==> config.mk <==
export PLATFORM = sky130hd
export DESIGN_NAME = csor_regs
export DESIGN_NICKNAME = d
export VERILOG_FILES = /design/src/logic/csor_pkg.sv /design/src/logic/csor_prescaler.sv /design/src/logic/csor_regs.sv
export SDC_FILE = /design/constraint.sdc
export NUM_CORES = 1
export LEC_CHECK = 0
export BUFFER_PORTS_ARGS = -buffer_cell sky130_fd_sc_hd__buf_4
export CAP_MARGIN = 20
export CORE_ASPECT_RATIO = 0.8
export CORE_MARGIN = 4
export CORE_UTILIZATION = 30
export DETAILED_ROUTE_END_ITERATION = 12
export MAX_ROUTING_LAYER = met4
export PLACE_DENSITY_LB_ADDON = 0.2
export RECOVER_POWER = 50
export SYNTH_ARGS = -nofsm -noshare
export SYNTH_HDL_FRONTEND = slang
export SYNTH_SLANG_ARGS = --single-unit
==> constraint.sdc <==
create_clock -name mclk -period 6.8 [get_ports mclk]
set_input_delay 2.04 -clock mclk [delete_from_list [all_inputs] [get_ports mclk]]
set_output_delay 2.04 -clock mclk [all_outputs]
set_load 0.05 [all_outputs]
==> src/logic/csor_pkg.sv <==
// package: register map, field layout and constants for status/option bank
package csor_pkg;
  localparam logic [7:0] CSOR_STATUS_ADDR = 8'h03;
  localparam logic [7:0] CSOR_STATUS_ADDR_HI = 8'h83;
  localparam logic [7:0] CSOR_OPTION_ADDR = 8'h81;
  localparam logic [7:0] CSOR_TMR_ADDR = 8'h01;
  // status field positions
  localparam int CSOR_C = 0;
  localparam int CSOR_NIBC = 1;
  localparam int CSOR_Z = 2;
  localparam int CSOR_PWRDN = 3;
  localparam int CSOR_TMOUT = 4;
  localparam int CSOR_BANK_LO = 5;
  localparam int CSOR_BANK_HI = 6;
  localparam int CSOR_BANK_IND = 7;
  // option field positions
  localparam int CSOR_PS_LO = 0;
  localparam int CSOR_PSC_SEL = 3;
  localparam int CSOR_TSE = 4;
  localparam int CSOR_TCS = 5;
  localparam int CSOR_EDG = 6;
  localparam int CSOR_PUD = 7;
  localparam logic [7:0] CSOR_OPTION_RST = 8'hFF;
  localparam logic [7:0] CSOR_ZERO8 = 8'h00;
  localparam logic [7:0] CSOR_ONE8 = 8'h01;
  localparam logic [1:0] CSOR_QUARTER_MAX = 2'h3;
  localparam logic [2:0] CSOR_ONE3 = 3'h1;
  // alu operation classes seen by the flag logic; CSOR_OP_NONE leaves the flags alone
  typedef enum logic [2:0] {
    CSOR_OP_NONE,
    CSOR_OP_LOGIC,
    CSOR_OP_ADD,
    CSOR_OP_SUB,
    CSOR_OP_ROTL,
    CSOR_OP_ROTR
  } csor_op_t;
endpackage

==> src/logic/csor_prescaler.sv <==
// shared 8-bit prescaler with timer/watchdog tap selection
`timescale 1ns/1ps
module csor_prescaler
  import csor_pkg::*;
(
  // clock and reset
  input wire logic mclk,
  input wire logic sys_rst,
  // control
  input wire logic assign_wdt,
  input wire logic [2:0] rate,
  input wire logic clear,
  input wire logic tick_in,
  // result
  output logic tick_out
);
  logic [7:0] count;
  logic [7:0] next_count;
  logic [3:0] shift;
  logic [8:0] mask;

  always_comb begin
    next_count = count + CSOR_ONE8;
    // timer divides by 2^(rate+1), watchdog by 2^rate
    shift = assign_wdt ? {1'b0, rate} : {1'b0, rate} + 4'h1;
    // nine bits so that a shift of eight still gives an all-ones byte
    mask = (9'h001 << shift) - 9'h001;
  end

  always_ff @(posedge mclk) begin
    if (sys_rst || clear) begin
      count <= CSOR_ZERO8;
    end else if (tick_in && !(assign_wdt && rate == 3'h0)) begin
      count <= next_count;
    end
  end

  // a tap fires when the low 'shift' bits roll over to zero
  always_comb begin
    tick_out = 1'b0;
    if (tick_in) begin
      if (shift == 4'h0) begin
        tick_out = 1'b1;
      end else begin
        tick_out = (next_count & mask[7:0]) == CSOR_ZERO8;
      end
    end
  end
endmodule

==> src/logic/csor_regs.sv <==
// core status and option register bank with timebase counter path
`timescale 1ns/1ps
module csor_regs
  import csor_pkg::*;
(
  // oscillator-rate clock and synchronous reset
  input wire logic mclk,
  input wire logic sys_rst,
  input wire logic external_reset_n,
  // core register port
  input wire logic [7:0] reg_addr,
  input wire logic [7:0] reg_wdata,
  input wire logic reg_we,
  output logic [7:0] reg_rdata,
  // alu result for flag update
  input wire csor_op_t alu_op,
  input wire logic [7:0] alu_a,
  input wire logic [7:0] alu_b,
  input wire logic alu_cin,
  output logic [7:0] alu_result,
  // power events
  input wire logic watchdog_clear_instr,
  input wire logic sleep_instr,
  input wire logic wdt_timeout,
  input wire logic wdt_base_tick,
  // pins
  input wire logic timer_clock_pin,
  input wire logic ext_irq_pin,
  // outputs to neighbours
  output logic instr_clk_en,
  output logic bank_select_low,
  output logic [7:0] data_addr_base,
  output logic portb_pullup_en,
  output logic ext_irq_event,
  output logic wdt_tick,
  output logic [7:0] timebase_counter
);
  logic [7:0] core_status;
  logic [7:0] core_options;
  logic [1:0] quarter;
  logic rst;
  logic rst_s1;
  logic rst_s2;
  logic tpin_s1;
  logic tpin_s2;
  logic tpin_d;
  logic irq_s1;
  logic irq_s2;
  logic irq_d;
  logic timer_src_tick;
  logic psc_in;
  logic psc_out;
  logic psc_clear;
  logic tmr_write;
  logic stat_write;
  logic opt_write;
  logic [8:0] sum;
  logic [4:0] nib;
  logic next_c;
  logic next_nibc;
  logic flag_op;
  logic indirect_bank_bit;
  logic bank_select_high;
  logic zero_flag;
  logic nibble_overflow_flag;
  logic carry_flag;
  logic watchdog_timeout_flag;
  logic powerdown_flag;

  ////////////////////////////////////////////////////////////////////////
  // reset and pin synchronisers

  always_ff @(posedge mclk) begin
    rst_s1 <= ~external_reset_n;
    rst_s2 <= rst_s1;
  end
  assign rst = sys_rst | rst_s2;

  always_ff @(posedge mclk) begin
    tpin_s1 <= timer_clock_pin;
    tpin_s2 <= tpin_s1;
    tpin_d <= tpin_s2;
    irq_s1 <= ext_irq_pin;
    irq_s2 <= irq_s1;
    irq_d <= irq_s2;
  end

  ////////////////////////////////////////////////////////////////////////
  // instruction cycle divider: one enable per four oscillator clocks

  always_ff @(posedge mclk) begin
    if (rst) begin
      quarter <= 2'h0;
    end else begin
      quarter <= quarter + 2'h1;
    end
  end
  assign instr_clk_en = (quarter == CSOR_QUARTER_MAX);

  ////////////////////////////////////////////////////////////////////////
  // alu flag generation

  always_comb begin
    sum = 9'h000;
    nib = 5'h00;
    alu_result = alu_a;
    next_c = carry_flag;
    next_nibc = nibble_overflow_flag;
    flag_op = 1'b1;
    unique case (alu_op)
      CSOR_OP_ADD: begin
        sum = {1'b0, alu_a} + {1'b0, alu_b};
        nib = {1'b0, alu_a[3:0]} + {1'b0, alu_b[3:0]};
        alu_result = sum[7:0];
        next_c = sum[8];
        next_nibc = nib[4];
      end
      CSOR_OP_SUB: begin
        // two's complement add; carry high means no borrow
        sum = {1'b0, alu_a} + {1'b0, ~alu_b} + 9'h001;
        nib = {1'b0, alu_a[3:0]} + {1'b0, ~alu_b[3:0]} + 5'h01;
        alu_result = sum[7:0];
        next_c = sum[8];
        next_nibc = nib[4];
      end
      CSOR_OP_ROTL: begin
        alu_result = {alu_a[6:0], alu_cin};
        next_c = alu_a[7];
      end
      CSOR_OP_ROTR: begin
        alu_result = {alu_cin, alu_a[7:1]};
        next_c = alu_a[0];
      end
      CSOR_OP_LOGIC: begin
        alu_result = alu_b;
      end
      CSOR_OP_NONE: begin
        flag_op = 1'b0;
      end
      default: begin
        flag_op = 1'b0;
      end
    endcase
  end

  ////////////////////////////////////////////////////////////////////////
  // register decode

  // status answers at both bank mirrors
  function automatic logic is_status(input logic [7:0] addr);
    return addr == CSOR_STATUS_ADDR || addr == CSOR_STATUS_ADDR_HI;
  endfunction

  assign stat_write = reg_we && is_status(reg_addr);
  assign opt_write = reg_we && reg_addr == CSOR_OPTION_ADDR;
  assign tmr_write = reg_we && reg_addr == CSOR_TMR_ADDR;

  always_comb begin
    if (is_status(reg_addr)) begin
      reg_rdata = core_status;
    end else if (reg_addr == CSOR_OPTION_ADDR) begin
      reg_rdata = core_options;
    end else if (reg_addr == CSOR_TMR_ADDR) begin
      reg_rdata = timebase_counter;
    end else begin
      reg_rdata = CSOR_ZERO8;
    end
  end

  ////////////////////////////////////////////////////////////////////////
  // status register

  // bank bits, set only by a status write
  always_ff @(posedge mclk) begin
    if (rst) begin
      indirect_bank_bit <= 1'b0;
      bank_select_high <= 1'b0;
      bank_select_low <= 1'b0;
    end else if (stat_write) begin
      indirect_bank_bit <= reg_wdata[CSOR_BANK_IND];
      bank_select_high <= reg_wdata[CSOR_BANK_HI];
      bank_select_low <= reg_wdata[CSOR_BANK_LO];
    end
  end

  // arithmetic flags: the operation wins over a direct write
  always_ff @(posedge mclk) begin
    if (rst) begin
      zero_flag <= 1'b0;
      nibble_overflow_flag <= 1'b0;
      carry_flag <= 1'b0;
    end else if (flag_op) begin
      zero_flag <= (alu_result == CSOR_ZERO8);
      nibble_overflow_flag <= next_nibc;
      carry_flag <= next_c;
    end else if (stat_write) begin
      zero_flag <= reg_wdata[CSOR_Z];
      nibble_overflow_flag <= reg_wdata[CSOR_NIBC];
      carry_flag <= reg_wdata[CSOR_C];
    end
  end

  // timeout and powerdown: hardware only, software writes dropped
  always_ff @(posedge mclk) begin
    if (rst) begin
      watchdog_timeout_flag <= 1'b1;
      powerdown_flag <= 1'b1;
    end else begin
      if (wdt_timeout) begin
        watchdog_timeout_flag <= 1'b0;
      end else if (watchdog_clear_instr || sleep_instr) begin
        watchdog_timeout_flag <= 1'b1;
      end
      if (sleep_instr) begin
        powerdown_flag <= 1'b0;
      end else if (watchdog_clear_instr) begin
        powerdown_flag <= 1'b1;
      end
    end
  end

  // each flag group has its own owner process; the byte is only a read view
  always_comb begin
    core_status = CSOR_ZERO8;
    core_status[CSOR_BANK_IND] = indirect_bank_bit;
    core_status[CSOR_BANK_HI] = bank_select_high;
    core_status[CSOR_BANK_LO] = bank_select_low;
    core_status[CSOR_TMOUT] = watchdog_timeout_flag;
    core_status[CSOR_PWRDN] = powerdown_flag;
    core_status[CSOR_Z] = zero_flag;
    core_status[CSOR_NIBC] = nibble_overflow_flag;
    core_status[CSOR_C] = carry_flag;
  end

  assign data_addr_base = {bank_select_low, 7'h00};

  ////////////////////////////////////////////////////////////////////////
  // option register

  always_ff @(posedge mclk) begin
    if (rst) begin
      core_options <= CSOR_OPTION_RST;
    end else if (opt_write) begin
      core_options <= reg_wdata;
    end
  end

  assign portb_pullup_en = ~core_options[CSOR_PUD];

  // external interrupt edge detect on synchronised pin
  always_ff @(posedge mclk) begin
    if (rst) begin
      ext_irq_event <= 1'b0;
    end else if (core_options[CSOR_EDG]) begin
      ext_irq_event <= irq_s2 & ~irq_d;
    end else begin
      ext_irq_event <= ~irq_s2 & irq_d;
    end
  end

  ////////////////////////////////////////////////////////////////////////
  // timebase source, shared prescaler and counter

  always_comb begin
    if (core_options[CSOR_TCS]) begin
      if (core_options[CSOR_TSE]) begin
        timer_src_tick = ~tpin_s2 & tpin_d;
      end else begin
        timer_src_tick = tpin_s2 & ~tpin_d;
      end
    end else begin
      timer_src_tick = instr_clk_en;
    end
  end

  // the prescaler serves exactly one consumer at a time
  assign psc_in = core_options[CSOR_PSC_SEL] ? wdt_base_tick
                                             : timer_src_tick;
  assign psc_clear = core_options[CSOR_PSC_SEL] ? watchdog_clear_instr
                                                : tmr_write;

  csor_prescaler u_psc (
    .mclk(mclk),
    .sys_rst(rst),
    .assign_wdt(core_options[CSOR_PSC_SEL]),
    .rate(core_options[CSOR_PS_LO +: 3]),
    .clear(psc_clear),
    .tick_in(psc_in),
    .tick_out(psc_out)
  );

  assign wdt_tick = core_options[CSOR_PSC_SEL] ? psc_out : wdt_base_tick;

  always_ff @(posedge mclk) begin
    if (rst) begin
      timebase_counter <= CSOR_ZERO8;
    end else if (tmr_write) begin
      timebase_counter <= reg_wdata;
    end else if (core_options[CSOR_PSC_SEL] ? timer_src_tick : psc_out) begin
      timebase_counter <= timebase_counter + CSOR_ONE8;
    end
  end
endmodule

==> results of run 1 <==
## cell families after synthesis
| logic type | after synthesis |
|---|---|
| flops | 43 |
| xor+xnor | 16 |
| buf+inv | 64 |
| fa+ha+maj | 24 |
| other cells | 1 |
| simple gates | 174 |
| mux | 28 |
| compound gates | 127 |
## sequential cells by signal, indices dropped and copies added, names as in the netlist, 2 cells and up
register,flops
quarter,2
u_psc.count,8
core_options,8
timebase_counter,8
## path summary, 6_finish.rpt
kind                          to  slack (ps)  cells past startpoint            start
max                alu_result[6]         610                     11         alu_a[0]
max reg2reg  timebase_counter[6]        2850                     12  core_options[0]
min                      tpin_s2         330                      0          tpin_s1
min reg2reg              tpin_s2         330                      0          tpin_s1
## critical path: stages
cell and delay (ps):
buf_4 100, inv_1 50, ha_1 220, fa_1 380, nor2b_1 240, o21ai_1 150, a211oi_1 260, a211oi_1 110
xor2_1 160, o221ai_1 200, buf_4 240
## report_power, final
group	internal [mW]	switching [mW]	leakage [nW]
clock network	0.147	0.100	0.0731
registers	0.257	0.00284	0.351
logic	0.0679	0.112	1.49
total	0.471	0.215	1.92
## Yosys cell counts, types with 4 or more instances
master / count / area share
nor2_1: 61 / 0.062
dfxtp_1: 43 / 0.23
inv_1: 31 / 0.032
nand2_1: 30 / 0.031
a21oi_1: 29 / 0.039
o21ai_0: 26 / 0.035
mux2i_1: 23 / 0.063
ha_1: 22 / 0.075
clkbuf_1: 15 / 0.015
nor3_1: 12 / 0.016
xor2_1: 12 / 0.029
a31oi_1: 11 / 0.019
nand4_1: 11 / 0.019
buf_4: 9 / 0.018
nand3_1: 9 / 0.012
and3_1: 8 / 0.014
nand2b_1: 8 / 0.014
nor2b_1: 8 / 0.014
nand3b_1: 6 / 0.012
or3_1: 6 / 0.010
a211oi_1: 5 / 0.010
a21boi_0: 5 / 0.010
buf_2: 5 / 0.0068
o21bai_1: 5 / 0.010
a31o_2: 4 / 0.0095
mux4_2: 4 / 0.024
o21ai_1: 4 / 0.0054
xnor2_1: 4 / 0.0095
## through the flow
step           utilization  total power, mW  hold slack (ps)  std cells
3_5_place_dp         0.366            0.445              315        676
6_report             0.375            0.686              326        684
2_1_floorplan            -            0.387              310        483
4_1_cts              0.379            0.692              330        684
3_3_place_gp         0.366            0.445              310        676
5_1_grt              0.375            0.720              345        684
## per-layer routing
| metal | vias to the layer above | wire length (um) | track usage |
|---|---|---|---|
| met1 | 1673 | 5640 | 0.227 |
| met3 | 14 | 559 | 0.0277 |
| met4 | 0 | 185 | 0.0322 |
| met5 | - | 0 | - |
| met2 | 116 | 4350 | 0.227 |
| li1 | 1815 | - | - |
## area by class of cell
class	instances	area, um2
Tap cell	148	185
Multi-Input combinational cell	376	2550
Clock buffer	6	139
Timing Repair Buffer	77	526
Sequential cell	43	861
Fill cell	1230	7340
Clock inverter	2	16.3
Inverter	32	120
==> impl_metrics.ini, run 1 <==
[run_status]
status = finished, final reports clean

[place]
routabilityCongestion = 0.958
placed_area_mm2 = 0.00430
pre_cts_ws_ps = 650
portBuffers = 75
dp_hpwl_um = 8410

[sta]
maxSlewHeadroom = 0.387
fin_crit_ps = 6190
fin_skew_ps = 4.62
setup_viol = 0
drv_slew = 0
setup_tns_ps = 0
fin_ws_ps = 615
rsz0062_at_grt = no
fmax_mhz = 162
hold_viol = 0
tightest_slew_ps = 915
finalCritPeriodShare = 0.910

[global_routing]
grt_max_degree = 30
antenna_found_initial = 0
grt_usage = 0.156
overflow = 0
grt_pass1_wl_um = 17800
grt_pass1_vias = 3490

[layout]
layout_common_cells = nor2_1 (61), buf_4 (58), dfxtp_1 (43)
fin_nets = 605
diodes = 0
area.growth.synth_to_final_pct = 19.6
drive_gt1_frac = 0.172
layout_commonest_cell = nor2_1
final_area_mm2 = 0.00440

[logic_synthesis]
ys_types = 70
synth_warnings = 0
yosysSeqAreaShare = 0.234
synth_seq_cells = 43
synthXorXnorAreaFrac = 0.0381
synth_mux_area_frac = 0.0901
synthCells = 477
async_flop_share = 0
synth_top_family_by_area = compound AO/OA/AOI/OAI gates
synth_ff_type = dfxtp_1
synth_edf_count = 0
synthSimpleGateAreaFrac = 0.235
avgSynthCellArea_um2 = 7.71
yosys.area_share.adder = 0.0857
netlist_area_mm2 = 0.00368
synth-compound-area-share = 0.238

[clock_network]
cts.sinks = 43
clockRootBuffer = clkbuf_16
cts_buffer_depth = 2
hold_buffers = 0
cts_tree = built
worstSkewPairLatency_ps = 280
h-tree-depth = 2
post_cts_buffers = 0
cts_made_buffers = 5
clk_pin_slew_ps = 60
cts-resized-gates = 0

[worst_setup_path]
crit_path_start_kind = input pin
required_ps = 4760
worstPathArrival_ps = 4150
critPathCaptureType = output port
critPathKind = input pin to output port
cp_max_fo = 4

[power]
powerDensity_mw_per_mm2 = 156
p_leak_nw = 1.92
irDropWorstVdd_mv = 0.103

[floorplan]
coreArea_mm2 = 0.0117
fp.dieH_um = 107
rows = 35
start_util = 0.314
io_pins = 83
die-area_mm2 = 0.0141
die_w_um = 132

[route]
vias = 3618
wl_per_cell_um = 15.7
initialDrtViolationCount = 269
antenna_left = 0
avgViaCountPerCell = 5.29
drcViolationCount = 0
drt-total-wl_um = 10700
drtPass1Iterations = 7

[flow_run]
drv_cap = 0

[worst_hold_path]
hold_path_class = flop to flop
No activity file was read; power rests on OpenSTA's default activity.
==> inputs of run 2 (changes only) <==
clock period = 7.4 ns   (was 6.8 ns; I/O delays follow)
==> run 2 against run 1 <==
  * Worst setup slack gained 260 ps
  * Sequential cell count is the same
  * Die area is the same
  * Power shrank 10%
  * Non-clock buffer count is the same
  * Largest power group unchanged
==> impl_metrics.ini, run 2 (synthesis results as in run 1) <==
[sta]
hold_viol = 0
drv_slew = 0
setup_tns_ps = 0
finalCritPeriodShare = 0.881
fmax_mhz = 153
setup_viol = 0
rsz0062_at_grt = no
maxSlewHeadroom = 0.349
fin_skew_ps = 4.87
fin_crit_ps = 6520
tightest_slew_ps = 973
hold_ws_ps = 328

[route]
drt-total-wl_um = 10900
initialDrtViolationCount = 294
drtPass1Iterations = 4
vias = 3635
avgViaCountPerCell = 5.32
antenna_left = 0
drcViolationCount = 0
wl_per_cell_um = 15.9

[power]
powerDensity_mw_per_mm2 = 141
p_sw_frac = 0.316
power_frac_comb = 0.270
p_int_mw = 0.422
power.share.clock = 0.343
pwr-share-seq = 0.387
irDropWorstVdd_mv = 0.0932
p_sw_mw = 0.195
p_leak_nw = 1.91

[worst_hold_path]
hold_path_class = flop to flop

[place]
placed_area_mm2 = 0.00430
routabilityCongestion = 0.957
portBuffers = 75
dp_hpwl_um = 8450

[worst_setup_path]
cp_max_fo = 4
path_buf_inv = 3
path_delay_family = compound AO/OA/AOI/OAI gates
slowest_stage = fa_1
critPathCaptureType = output port
required_ps = 5180
r2r_slack_ps = 3390
critPathKind = input pin to output port
crit_path_start_kind = input pin
worstPathArrival_ps = 4300
cpPeakStageDelay_ps = 380
cp_cell_sequence = buf_4, inv_1, ha_1, fa_1, nor2b_1, o21ai_1, a211oi_1, a211oi_1, xor2_1, o221ai_1, buf_4

[floorplan]
fp.dieH_um = 107
io_pins = 83
coreArea_mm2 = 0.0117
die_w_um = 132
rows = 35
die-area_mm2 = 0.0141
start_util = 0.314

[layout]
final_area_mm2 = 0.00438
fill_cells = 1275
fin_nets = 605
layout_common_cells = nor2_1 (61), buf_4 (58), dfxtp_1 (43)
layout_commonest_cell = nor2_1
reg_top3 = core_options: 8 flops, timebase_counter: 8 flops, u_psc.count: 8 flops
area.growth.synth_to_final_pct = 19.1
drive_gt1_frac = 0.170
diodes = 0

[clock_network]
cts_made_buffers = 5
cts_buffer_depth = 2
h-tree-depth = 2
clk_pin_slew_ps = 60
post_cts_buffers = 0
cts.sinks = 43
cts_tree = built
clockRootBuffer = clkbuf_16
hold_buffers = 0
cts-resized-gates = 0
worstSkewPairLatency_ps = 280

[global_routing]
grt_pass1_wl_um = 17700
antenna_found_initial = 0
grt_pass1_vias = 3384
grt_usage = 0.156
overflow = 0
grt_max_degree = 30

[run_status]
status = finished, final reports clean

[flow_run]
drv_cap = 0
==> run 2: power groups by stage <==
stage | registers, mW | logic (mW) | clock network, mW
floorplan | 0.244 | 0.111 | 0
global placement | 0.244 | 0.165 | 0
detailed placement | 0.244 | 0.166 | 0
CTS | 0.239 | 0.166 | 0.220
global route | 0.239 | 0.181 | 0.229
finish | 0.239 | 0.166 | 0.211
==> run 2: layer usage <==
layer	GRT usage	part of all wire	up-vias
met2	0.223	0.41	101
met5	-	0	-
li1	-	-	1814
met1	0.228	0.52	1707
met3	0.0249	0.045	13
met4	0.0397	0.017	0
==> run 2: path summary, 6_finish.rpt <==
path	start	endpoint	cells after the start
hold reg to reg	tpin_s1	tpin_s2	0
setup / recovery	alu_a[0]	alu_result[6]	11
hold / removal	tpin_s1	tpin_s2	0
setup reg to reg	core_options[0]	timebase_counter[6]	12
==> run 2: cell type report <==
cell class	count	area, um2	share of cell area
Clock buffer	5	125	0.0285
Clock inverter	2	13.8	0.00314
Inverter	32	120	0.0274
Multi-Input combinational cell	376	2550	0.582
Sequential cell	43	861	0.196
Tap cell	148	185	0.0422
Timing Repair Buffer	77	526	0.120
==> run 2: metrics by stage <==
step | power, mW | instances | setup WS, ps | util
floorplan | 0.355 | 483 | 790 | -
global placement | 0.409 | 676 | 931 | 0.366
detailed placement | 0.409 | 676 | 904 | 0.366
CTS | 0.625 | 683 | 907 | 0.378
global route | 0.649 | 683 | 718 | 0.374
finish | 0.616 | 683 | 880 | 0.374
==> run 2: worst register-to-register path: stages, from the launching register on <==
cell       delay (ps)
dfxtp_1           640
inv_1             240
ha_1              470
or2_2             340
o2bb2ai_1         370
inv_1              90
ha_1              260
or3_1             390
nand3_1           130
o2111ai_2         170
a21o_1            260
or4_1             420
a31oi_1           160
==> inputs of run 3 (changes only) <==
BUFFER_PORTS_ARGS = -buffer_cell sky130_fd_sc_hd__buf_2   (was -buffer_cell sky130_fd_sc_hd__buf_4)
CORE_MARGIN = 2   (was 4)
==> run 3 against run 2 <==
  * Clock skew about the same
  * Die area down 6.7%
  * Clock-buffer cell count up 1
  * Critical path type unchanged
==> impl_metrics.ini, run 3 (synthesis results as in run 1) <==
[worst_hold_path]
hp-start = rst_s1
hold_path_class = flop to flop
min_to = rst_s2
whs_path_depth = 0

[run_status]
status = finished, final reports clean

[worst_setup_path]
cp_max_fo = 4
reg2regPathDepth = 12
crit_path_start_kind = input pin
path_buf_inv = 3
cpPeakStageDelay_ps = 380
critPathCaptureType = output port
r2r-end = timebase_counter[6]
critPathKind = input pin to output port
worstPathArrival_ps = 4460
path_delay_family = compound AO/OA/AOI/OAI gates
r2r_slack_ps = 3430
cp_cell_sequence = buf_2, inv_1, ha_1, fa_1, nor2b_1, o21ai_1, a211oi_1, a211oi_1, xor2_1, o221ai_1, buf_2
required_ps = 5180
slowest_stage = fa_1
worstReg2RegStart = core_options[0]

[sta]
hold_ws_ps = 326
fmax_mhz = 150
hold_viol = 0
finalCritPeriodShare = 0.902
maxSlewHeadroom = 0.387
fin_ws_ps = 722
setup_viol = 0
setup_tns_ps = 0
rsz0062_at_grt = no
fin_crit_ps = 6680
drv_slew = 0
fin_skew_ps = 5.36
tightest_slew_ps = 919

[layout]
reg_top3 = core_options: 8 flops, timebase_counter: 8 flops, u_psc.count: 8 flops
layout_common_cells = buf_2 (62), nor2_1 (61), dfxtp_1 (43)
layout_commonest_cell = buf_2
fin_cells = 688
finish.utilization = 0.354
diodes = 0
area.growth.synth_to_final_pct = 16.1
fin_nets = 605
fill_cells = 1279
final_area_mm2 = 0.00427
drive_gt1_frac = 0.172

[place]
routabilityCongestion = 0.888
dp_hpwl_um = 8150
pre_cts_ws_ps = 765
placed_area_mm2 = 0.00412
placed_cells = 680
portBuffers = 75

[route]
drtPass1Iterations = 5
drt-total-wl_um = 10700
vias = 3620
avgViaCountPerCell = 5.26
wl_per_cell_um = 15.5
drcViolationCount = 0
initialDrtViolationCount = 148
antenna_left = 0

[clock_network]
cts_tree = built
cts_made_buffers = 5
worstSkewPairLatency_ps = 280
post_cts_buffers = 0
cts_buffer_depth = 2
hold_buffers = 0
h-tree-depth = 2
cts.sinks = 43
clockRootBuffer = clkbuf_16
clk_pin_slew_ps = 60
cts-resized-gates = 0

[global_routing]
grt_pass1_wl_um = 17200
grt_usage = 0.167
grt_pass1_vias = 3391
grt_max_degree = 30
overflow = 0
antenna_found_initial = 0

[floorplan]
fp.dieH_um = 103
coreArea_mm2 = 0.0121
start_util = 0.305
die_w_um = 128
io_pins = 83
rows = 36
die-area_mm2 = 0.0132

[power]
irDropWorstVdd_mv = 0.0868
powerDensity_mw_per_mm2 = 154
power_mw = 0.656
p_leak_nw = 1.89

[flow_run]
drv_cap = 0
-- run 3: layout make-up --
type	instances	area, um2	share of cell area
timing repair buffer	77	370	0.0867
tap	152	190	0.0445
multi-input combinational	376	2550	0.598
clock inverter	2	38.8	0.00908
clock buffer	6	139	0.0325
sequential	43	861	0.201
inverter	32	120	0.0281
-- run 3: per-layer routing --
layer  vias up  share of wire  track usage
met1      1694           0.51        0.234
li1       1816              -            -
met3        10          0.045       0.0208
met5         -              0            -
met2       100           0.43        0.258
met4         0          0.012       0.0380
-- run 3: where the power goes --
part	switching, mW	internal, mW	leakage, nW
combinational	0.103	0.0521	1.45
sequential	0.00257	0.236	0.351
clock	0.0931	0.170	0.0875
-- run 3: how the worst max path moves through the flow --
stage	from	to	slack, ps	cells past startpoint
finish	alu_a[0]	alu_result[6]	720	11
global route	alu_a[0]	alu_result[6]	620	11
CTS	alu_a[0]	alu_result[6]	770	11
detailed placement	alu_a[0]	alu_result[6]	770	11
global placement	alu_a[0]	alu_result[6]	830	11
floorplan	alu_op[0]	alu_result[0]	790	7
